`src/rtl/bsli_pkg.sv`:
```
package bsli_pkg;

    // Boot progress states reported by the controller firmware
    typedef enum logic [2:0]
    {
        BSLI_ST_NORMAL  = 3'h0,
        BSLI_ST_BOOTLDR = 3'h1,
        BSLI_ST_OSBOOT  = 3'h2,
        BSLI_ST_DONE    = 3'h3,
        BSLI_ST_FATAL   = 3'h4
    } bsli_state_t;

    // Status lamp colour pair
    typedef struct packed
    {
        logic green;
        logic amber;
    } bsli_status_t;

    // Lamp drive group
    typedef struct packed
    {
        logic         identify;
        bsli_status_t status;
    } bsli_lamps_t;

    localparam int unsigned BSLI_CLK_HZ       = 40000000;
    localparam int unsigned BSLI_FAST_BLINK_HZ = 3;
    localparam int unsigned BSLI_SLOW_BLINK_HZ = 1;
    // Half period in cycles, rounded down
    localparam int unsigned BSLI_FAST_HALF = BSLI_CLK_HZ / (2 * BSLI_FAST_BLINK_HZ);
    localparam int unsigned BSLI_SLOW_HALF = BSLI_CLK_HZ / (2 * BSLI_SLOW_BLINK_HZ);
    localparam int unsigned BSLI_CNT_W     = 25;
    localparam int unsigned BSLI_DONE_HOLD = 40000000;
    localparam logic [7:0]  BSLI_CODE_RST  = 8'h00;
    localparam int unsigned BSLI_CODE_W    = 8;

endpackage

```
`src/rtl/bsli_blink.sv`:
```
`timescale 1ns/1ps
module bsli_blink
    import bsli_pkg::*;
#(
    parameter int unsigned HALF = 4
)
(
    input  wire logic mclk,
    input  wire logic reset_n,
    input  wire logic restart,
    output logic      phase
);
    logic [BSLI_CNT_W-1:0] cnt_q;
    logic                  phase_q;
    wire                   wrap = (cnt_q == BSLI_CNT_W'(HALF - 1));
    wire                   phase_d = (!reset_n || restart) || (phase_q ^ wrap);

    always_ff @(posedge mclk)
    begin
        if (!reset_n || restart)
        begin
            cnt_q   <= '0;
            phase_q <= 1'b1;
        end
        else if (wrap)
        begin
            cnt_q   <= '0;
            phase_q <= ~phase_q;
        end
        else
            cnt_q <= cnt_q + 1'b1;
    end

    // Next phase goes out so the registered lamp keeps both halves equal on restart
    assign phase = phase_d;

    AST_HALF_PERIOD: assert property (@(posedge mclk) disable iff (!reset_n)
        $rose(phase_q) && !$past(restart) |-> $past(cnt_q) == BSLI_CNT_W'(HALF - 1))
        else $error("Blink phase toggled off count");
endmodule

```
`src/rtl/bsli_top.sv`:
```
`timescale 1ns/1ps
module bsli_top
    import bsli_pkg::*;
#(
    parameter int unsigned FAST_HALF = BSLI_FAST_HALF,
    parameter int unsigned SLOW_HALF = BSLI_SLOW_HALF,
    parameter int unsigned DONE_HOLD = BSLI_DONE_HOLD
)
(
    input  wire logic                   mclk,
    input  wire logic                   reset_n,
    input  wire logic                   power_on_evt,
    input  wire logic                   fw_update_evt,
    input  wire logic                   cold_reset_evt,
    input  wire logic                   watchdog_evt,
    input  wire logic                   mem_test_fail,
    input  wire logic                   loader_images_bad,
    input  wire logic                   os_handover,
    input  wire logic                   boot_complete,
    input  wire bsli_lamps_t            normal_lamps,
    input  wire logic                   code_wr,
    input  wire logic [BSLI_CODE_W-1:0] code_data,
    output bsli_lamps_t                 lamps,
    output logic [BSLI_CODE_W-1:0]      diag_lamps,
    output logic                        boot_active
);
    ////////////////////////////////////////////////////////////////////////////
    bsli_state_t           state_q;
    bsli_state_t           state_d;
    logic [31:0]           hold_q;
    bsli_lamps_t           lamps_q;
    bsli_lamps_t           lamps_d;
    logic [BSLI_CODE_W-1:0] code_q;
    logic                  fast_ph;
    logic                  slow_ph;
    logic                  armed_q;

    wire start_evt = power_on_evt || fw_update_evt || cold_reset_evt || watchdog_evt;
    wire fatal     = mem_test_fail || loader_images_bad;
    wire hold_end  = (hold_q == DONE_HOLD - 1);
    wire restart   = (state_d != state_q) || !armed_q;

    always_comb
    begin
        state_d = state_q;
        if (start_evt)
            state_d = BSLI_ST_BOOTLDR;
        else
        begin
            unique case (state_q)
                BSLI_ST_BOOTLDR:
                begin
                    if (fatal)
                        state_d = BSLI_ST_FATAL;
                    else if (os_handover)
                        state_d = BSLI_ST_OSBOOT;
                end
                BSLI_ST_OSBOOT:
                    if (boot_complete)
                        state_d = BSLI_ST_DONE;
                BSLI_ST_DONE:
                    if (hold_end)
                        state_d = BSLI_ST_NORMAL;
                BSLI_ST_FATAL:  state_d = BSLI_ST_FATAL;
                BSLI_ST_NORMAL: state_d = BSLI_ST_NORMAL;
                default:        state_d = BSLI_ST_NORMAL;
            endcase
        end
    end

    ////////////////////////////////////////////////////////////////////////////
    bsli_blink #(.HALF(FAST_HALF)) u_fast
    (
        .mclk    (mclk),
        .reset_n (reset_n),
        .restart (restart),
        .phase   (fast_ph)
    );

    bsli_blink #(.HALF(SLOW_HALF)) u_slow
    (
        .mclk    (mclk),
        .reset_n (reset_n),
        .restart (restart),
        .phase   (slow_ph)
    );

    always_comb
    begin
        lamps_d = normal_lamps;
        unique case (state_d)
            BSLI_ST_FATAL:   lamps_d = '{identify: 1'b1, status: '{green: 1'b0, amber: 1'b1}};
            BSLI_ST_BOOTLDR:
                lamps_d = '{identify: fast_ph, status: '{green: slow_ph, amber: 1'b0}};
            BSLI_ST_OSBOOT:  lamps_d = '{identify: 1'b1, status: '{green: 1'b1, amber: 1'b0}};
            BSLI_ST_DONE:    lamps_d = '{identify: 1'b0, status: '{green: 1'b1, amber: 1'b0}};
            BSLI_ST_NORMAL:  lamps_d = normal_lamps;
            default:         lamps_d = normal_lamps;
        endcase
    end

    ////////////////////////////////////////////////////////////////////////////
    // Power-up counts as a boot, so reset enters the loader state
    always_ff @(posedge mclk)
    begin
        if (!reset_n)
        begin
            state_q <= BSLI_ST_BOOTLDR;
            hold_q  <= '0;
            lamps_q <= '0;
            armed_q <= 1'b0;
        end
        else
        begin
            state_q <= state_d;
            armed_q <= 1'b1;
            hold_q  <= (state_q == BSLI_ST_DONE && !restart) ? hold_q + 32'h1 : 32'h0;
            lamps_q <= lamps_d;
        end
    end

    always_ff @(posedge mclk)
    begin
        if (!reset_n)
            code_q <= BSLI_CODE_RST;
        else if (code_wr)
            code_q <= code_data;
    end

    assign diag_lamps  = code_q;
    assign lamps       = lamps_q;
    assign boot_active = (state_q != BSLI_ST_NORMAL);

    ////////////////////////////////////////////////////////////////////////////
    AST_FATAL_LAMPS: assert property (@(posedge mclk) disable iff (!reset_n)
        state_q == BSLI_ST_FATAL |-> lamps.identify && lamps.status.amber && !lamps.status.green)
        else $error("Fatal pattern wrong");
    AST_LOADER_AMBER: assert property (@(posedge mclk) disable iff (!reset_n)
        state_d == BSLI_ST_BOOTLDR |=> !lamps.status.amber && lamps.identify == $past(fast_ph))
        else $error("Loader pattern wrong");
    AST_OS_SOLID: assert property (@(posedge mclk) disable iff (!reset_n)
        state_d == BSLI_ST_OSBOOT |=> lamps.identify && lamps.status.green)
        else $error("OS boot pattern wrong");
    AST_DONE_OFF: assert property (@(posedge mclk) disable iff (!reset_n)
        $rose(state_q == BSLI_ST_DONE) |-> !lamps.identify && lamps.status.green)
        else $error("Boot end pattern wrong");
    AST_START_EVT: assert property (@(posedge mclk) disable iff (!reset_n)
        start_evt |=> state_q == BSLI_ST_BOOTLDR)
        else $error("Reset sequence not entered");
    AST_NORMAL_PASS: assert property (@(posedge mclk) disable iff (!reset_n)
        state_d == BSLI_ST_NORMAL |=> lamps == $past(normal_lamps))
        else $error("Normal lamps not passed");
    AST_CODE_LATCH: assert property (@(posedge mclk) disable iff (!reset_n)
        code_wr |=> diag_lamps[0] == $past(code_data[0]) && diag_lamps[7] == $past(code_data[7]))
        else $error("Progress code not latched");
    AST_CODE_HOLD: assert property (@(posedge mclk) disable iff (!reset_n)
        !code_wr |=> $stable(diag_lamps))
        else $error("Progress code changed without write");

    COV_LOADER_TO_OS: cover property (@(posedge mclk) disable iff (!reset_n)
        state_q == BSLI_ST_BOOTLDR ##1 state_q == BSLI_ST_OSBOOT);
    COV_FATAL: cover property (@(posedge mclk) disable iff (!reset_n)
        state_q == BSLI_ST_FATAL);
    COV_BACK_NORMAL: cover property (@(posedge mclk) disable iff (!reset_n)
        state_q == BSLI_ST_DONE ##1 state_q == BSLI_ST_NORMAL);
endmodule

```
`config.mk`:
```
export PLATFORM = sky130hd
export DESIGN_NAME = bsli_top
export DESIGN_NICKNAME = d
export VERILOG_FILES = /design/src/rtl/bsli_pkg.sv /design/src/rtl/bsli_blink.sv /design/src/rtl/bsli_top.sv
export SDC_FILE = /design/constraint.sdc
export NUM_CORES = 1
export LEC_CHECK = 0
export BUFFER_PORTS_ARGS = -buffer_cell sky130_fd_sc_hd__buf_4
export CAP_MARGIN = 40
export CORE_MARGIN = 10
export CORE_UTILIZATION = 30
export DETAILED_ROUTE_END_ITERATION = 8
export GPL_ROUTABILITY_DRIVEN = 0
export MAX_ROUTING_LAYER = met4
export PLACE_DENSITY = 0.56
export SLEW_MARGIN = 20
export SYNTH_ARGS = -nofsm -noshare
export SYNTH_HDL_FRONTEND = slang
export SYNTH_SLANG_ARGS = --single-unit
export TNS_END_PERCENT = 50
```
`constraint.sdc`:
```
create_clock -name mclk -period 3.8 [get_ports mclk]
set_clock_uncertainty 0.05 [all_clocks]
set_input_delay 0 -clock mclk [delete_from_list [all_inputs] [get_ports mclk]]
set_output_delay 0 -clock mclk [all_outputs]
set_load 0.02 [all_outputs]
```
### Word level (Yosys, flattened, before mapping)

Index checks and enable logic that the tools add are counted.

| storage, ports and cells | value |
|---|---|
| register bits after elaboration | 99 |

| operators by class | value |
|---|---|
| add/sub/neg operators | 3 |
| equal/unequal tests | 12 |
| multiplexer cells | 8 |
| bitwise logic cells | 4 |
| reduce and logical (&&, ||, !) cells | 16 |

Operators with widths:

| cell | number |
|---|---|
| 25-bit by 1-bit adder with 25-bit output, second input constant | 2 |
| 32-bit by 1-bit adder with 32-bit output, second input constant | 1 |
| 32-bit by 26-bit equality test with 1-bit output, second input constant | 1 |
| 25-bit by 23-bit equality test with 1-bit output, second input constant | 1 |
| 25-bit equality test, second input constant | 1 |
| 3-bit one-hot mux with 4 select lines | 2 |
| 3-bit two-way mux | 5 |
| 3-bit by 2-bit equality test with 1-bit output, second input constant | 4 |
| 1-bit logical OR | 8 |
| 3-bit by 1-bit equality test with 1-bit output, second input constant | 2 |
| 3-bit equality test, second input constant | 2 |
| 2-bit OR reduction | 2 |
| 1-bit zero test | 3 |
| 3-bit inequality test | 1 |
| 3-bit nonzero test | 1 |
| 1-bit inverter | 2 |
| 2-bit AND reduction | 1 |
| 1-bit bitwise XOR | 2 |
| 1-bit logical AND | 1 |
| 1-bit two-way mux | 1 |

### Logic depth before layout (Yosys ltp)

| depth | value |
|---|---|
| word-level depth | 9 |
| depth in mapped cells | 7 |

### Hierarchy

A second synthesis with hierarchy kept.

| second synthesis, totals | value |
|---|---|
| cells, all modules | 550 |
| area total of the unflattened synthesis | 4,718.3 sq um |

Modules (own cells, without submodules):

| module | times used | cells an instance | area each (sq um) | sequential area each (sq um) |
|---|---|---|---|---|
| bsli_top | 1 | 261 | 2,224.6 | 940.9 |
| bsli_blink at u_slow | 1 | 146 | 1,255.0 | 520.5 |
| bsli_blink at u_fast | 1 | 143 | 1,238.7 | 520.5 |

### Worst setup path before layout

Ideal clock, no wire load.

| path | value |
|---|---|
| kind | reg-to-reg |
| start point | reg u_fast.cnt_q[0] |
| end point | reg u_fast.cnt_q[10] |
| setup time | 0.130 ns |
| arrival | 2.029 ns |
| slack | 1.590 ns |
| stages on the path, launching flop included | 6 |
| buffers on the path | 1 |
| period minus slack after synthesis | 2.210 ns |
| cells stage by stage | dfxtp_1 ha_1 or4b_1 nor4_1 clkbuf_1 nor4_1 |

| between the ends | value |
|---|---|
| word-level cells in the longest chain between the ends | 2 |
| elaborated cells on any way between the ends | 3 |

RTL lines:

| item | line | text |
|---|---|---|
| start: declaration | bsli_blink.sv:13 | `logic [BSLI_CNT_W-1:0] cnt_q;` |
| start signal: assignment | bsli_blink.sv:31 | `cnt_q <= cnt_q + 1'b1;` |
| parallel branches: the longest is 2 deep, another holds 25-bit by 1-bit adder with 25-bit output | n/a |  |

Parallel ways; which one is timed is not known.
A chain may end at the register's enable or synchronous reset.

### Final worst setup path

| path | value |
|---|---|
| start point | reg state_q[0] |
| end point | reg u_fast.cnt_q[7] |

| between the ends | value |
|---|---|
| word-level cells in the longest chain between the ends | 8 |
| elaborated cells on any way between the ends | 14 |

RTL lines:

| item | line | text |
|---|---|---|
| start: declaration | bsli_top.sv:28 | `bsli_state_t state_q;` |
| start signal: assignment | bsli_top.sv:115 | `state_q <= state_d;` |
| 3-bit two-way mux | bsli_top.sv:55 | `else if (os_handover)` |
| 3-bit two-way mux | bsli_top.sv:53 | `if (fatal)` |
| 3-bit one-hot mux with 4 select lines | bsli_top.sv:50 | `unique case (state_q)` |
| 3-bit two-way mux | bsli_top.sv:46 | `if (start_evt)` |
| 3-bit inequality test (*) | bsli_top.sv:41 | `wire restart = (state_d != state_q) \|\| !armed_q;` |
| 1-bit logical OR (*) | bsli_top.sv:41 |  |
| 1-bit logical OR (*) | bsli_blink.sv:20 | `if (!reset_n \|\| restart)` |
| 2-bit OR reduction (no source line) (*) | n/a |  |

Every way passes the cells marked *; elsewhere a longest branch is shown, timed or not.

==> results.md <==
- The run finished with clean final reports.
- Pin placement for this block handled 34 I/O pins.
- The required time at the endpoint of the critical path is 4000 ps.
- For this run, design rule violations remaining after detail routing come to 0.
- The maximum clock frequency is 0.368 GHz.
- In the finished design, the share of the clock period the worst path needs comes to 71.5%.
- After synthesis the cells add up to 4830 sq um.
- The design draws 0.00230 W.
- Counting along the longest clock path gives a buffer depth of 2.
- Setup repair after global routing left no endpoint under its margin.
- The category of the worst setup path capture point is a flop.
- The startpoint of the worst-slack reg-to-reg timing path is state_q[0].
- The height of the chip is 147 um.
- The starting DRC count in detailed routing is 320.
- The pin slew with the least headroom to its limit is 681 ps.
- The effective utilization at floorplan is 30.5%.
- The total overflow reported by the global router is 0.
- The count of flip-flops with a built-in enable after synthesis is 0.
- Clock-pin slew was measured on the worst setup and hold paths at 70 ps.
- The area used by multi-input combinational logic is 2670 sq um.
- The sequential area share after synthesis is 41.1%.
- The most frequently used flop master after synthesis is sky130_fd_sc_hd__dfxtp_1.
- sky130_fd_sc_hd__dfxtp_1 takes more of the synthesized area than any other cell.
- After synthesis, the netlist uses 44 different library cells.
- In this run the tightest slew margin relative to its limit is 54.0%.
- The static leakage is 1.88 nW.
- The floorplan step set the die width to 147 um.
- The cell count after placement is 751.
- The minimum clock period is 2720 ps.
- In this run the tool buffered the top-level ports with 33 buffer cells.
- Entering global routing, the biggest net connects 66 pins.
- The type of the most critical hold path is in -> reg.
- The area of the die is 21600 sq um.
- For this run, the detailed router's first-pass iteration total came to 4.
- The post-detailed-routing wire length is 11300 um.
- The via count of the first global-routing pass is 3927.
- The first-pass GRT wire length is 19400 um.
- The type of the worst setup path is reg -> reg.
- The number of failing hold endpoints at the final stage is 0.
- The first element of the critical path is state_q[0].
- For this run, the total global-route usage over all layers was measured as 10.9%.
- The total negative setup slack is 0 ps.
- The number of pins exceeding their max-slew limit in the final report came to 0.
- TritonCTS built the clock tree.
- The share of final-layout standard cells stronger than drive strength 1 is 12.1%.
- The final instance area is 5860 sq um.
- The fill cell instance count of the final layout is 1558.
- The number of levels in the clock H-tree is 3.
- The floorplan row count is 46.
- The startpoint kind of the worst setup timing path is a flop.
- The HPWL reported at the end of detailed placement is 7310 um.
- In this run the worst path has a maximum fanout of 65.
- The number of non-filler instances in the completed layout is 788.
- Dividing the detail-routed via count by the number of cells gives 5.18.
- Clock latency on the worst-skew pair, taken at its later pin, is 350 ps.
- Across the run, the number of max-cap violations was 0.
- The number of gates resized after CTS was 0.
- CTS placed an instance of sky130_fd_sc_hd__clkbuf_16 at the clock tree root.
- The net count of the finished layout is 593.
- Once placement finished, the instance area stood at 5280 sq um.
- The instance count of the mapped netlist is 530.
- The fraction of registers with async set/reset is 0%.
- The net count after synthesis is 556.
- The placeable core region is 15800 sq um.
- For this run, the number of Yosys warnings is 0.
- The initial antenna violation count is 0.
- After detailed routing, the average wire length per cell comes to 14.3 um.
- By area the synthesized netlist is led by sky130_fd_sc_hd__dfxtp_1 (41%), sky130_fd_sc_hd__nor4_1 (12%), sky130_fd_sc_hd__xor2_1 (7.3%).
- The count of nets left with antenna violations once routing finished came out at 0.
- The number of clock buffers inserted by TritonCTS is 9.
- In this run the power density over the cells is 393 nW/um^2.
- The sequential cells in the finished layout cover a total of 1980 sq um.
- Compared with the post-synthesis result, the final layout area differs by 21.3%.
- The fraction of synthesized cell area taken by the top area cell type is 41.1%.
- The mean cell area of the mapped netlist is 9.11 sq um.
- IR analysis of the VDD net gives a maximum drop of 0.000240 V.
- The number of failing setup endpoints in the final timing report is 0.
- The final-layout worst hold slack is 64.3 ps.
- The number of antenna diodes is 0.
- The synthesized design contains 99 register bits.
- The detailed router placed 4079 vias in this run.
- At the worst endpoint, the arrival time is 2910 ps.
- The clock drives 99 sinks.
- The launch point of the worst hold path is fw_update_evt.
## layer usage
| metal | track usage (%) | vias up | share of wire (%) |
|---|---|---|---|
| li1 | - | 2060 | - |
| met1 | 14.0 | 1923 | 49 |
| met2 | 16.3 | 77 | 45 |
| met3 | 2.15 | 19 | 3.5 |
| met4 | 4.95 | 0 | 2.1 |
| met5 | - | - | 0 |
## stage by stage
step / utilization (%) / setup WS, ps
final: 37.0 / 1080
after floorplan: - / 1590
after global routing: 37.0 / 800
after global placement: 33.3 / 1140
after detailed placement: 33.3 / 1080
after CTS: 37.0 / 1030
## cell usage in the layout (no fill, tap or decap), drive strengths merged, types with 2 or more instances in the layout
master and instances:
o21ai 3, o2111a 2, mux2i 9, buf 40, nor4b 6, or2 2, a31oi 3, nor4 92
ha 4, or3 5, inv 12, nand2 27, and3 13, nor2b 5, nand3 32, dfxtp 99
and2 7, nor3 15, dlygate4sd3 20, xnor2 36, nor2 23, clkbuf 10, and4 13, bufinv 4
nor4bb 2, a21o 3, a21oi 4, xor2 40, nand4 23, or4 4
## state kept, by name (all words and copies together) (netlist names)
register and count:
hold_q 32, u_slow.cnt_q 25, diag_lamps 8, u_fast.cnt_q 25, state_q 3, lamps 3, u_slow.phase_q 1, u_fast.phase_q 1
armed_q 1
## layout make-up
| cell class | instances | share of cell area, % |
|---|---|---|
| Multi-Input combinational cell | 385 | 45.6 |
| Sequential cell | 99 | 33.8 |
| Timing Repair Buffer | 60 | 8.72 |
| Tap cell | 216 | 4.62 |
| Clock buffer | 10 | 4.08 |
| Clock inverter | 6 | 2.33 |
| Inverter | 12 | 0.769 |
## logic make-up after synthesis
group,count (synthesis),share of synthesized area [%]
buf+inv,46,4.02
fa+ha+maj,4,1.04
flops,99,41.1
compound gates,25,4.67
simple gates,271,33.5
mux,9,1.87
xor+xnor,76,13.8
## report_power, final
group | total, W | internal (W) | switching, W | leakage, nW
clock network | 0.00113 | 0.000729 | 0.000402 | 0.179
logic | 0.000114 | 0.0000565 | 0.0000576 | 0.900
registers | 0.00105 | 0.00105 | 0.00000686 | 0.800
total | 0.00230 | 0.00183 | 0.000466 | 1.88
## worst paths after layout
kind | endpoint | slack, ps | cells past startpoint
min reg2reg | u_slow.cnt_q[0] | 420 | 1
min | state_q[1] | 60 | 4
max | u_fast.cnt_q[7] | 1080 | 7
max reg2reg | u_fast.cnt_q[7] | 1080 | 7
## critical path, cell delays in order, from the launching register on
cell                        delay [ps]
sky130_fd_sc_hd__dfxtp_1           480
sky130_fd_sc_hd__nor2b_1           260
sky130_fd_sc_hd__nand2_1            80
sky130_fd_sc_hd__buf_4             260
sky130_fd_sc_hd__a21oi_2           420
sky130_fd_sc_hd__o2111ai_4         380
sky130_fd_sc_hd__buf_12            330
sky130_fd_sc_hd__nor4_1            340
## synthesized netlist by cell type (all sizes together) (2+ instances only)
cell	instances
nor2	23
clkbuf	17
a31oi	3
nor4	92
and3	13
nand2	27
o2111a	2
nor2b	5
and4	13
and2	7
nor4bb	2
a21o	3
nand4	23
ha	4
a21oi	4
xnor2	36
mux2i	9
nand3	32
o21ai	3
nor4b	6
or4	4
dfxtp	99
or2	2
xor2	40
or3	5
buf	17
nor3	15
inv	12
## what timing repair did
action	CTS	global route
buffers inserted	0	0
hold buffers	20	0
endpoints found under the hold margin	13	0
(Power assumes the default switching activity.)
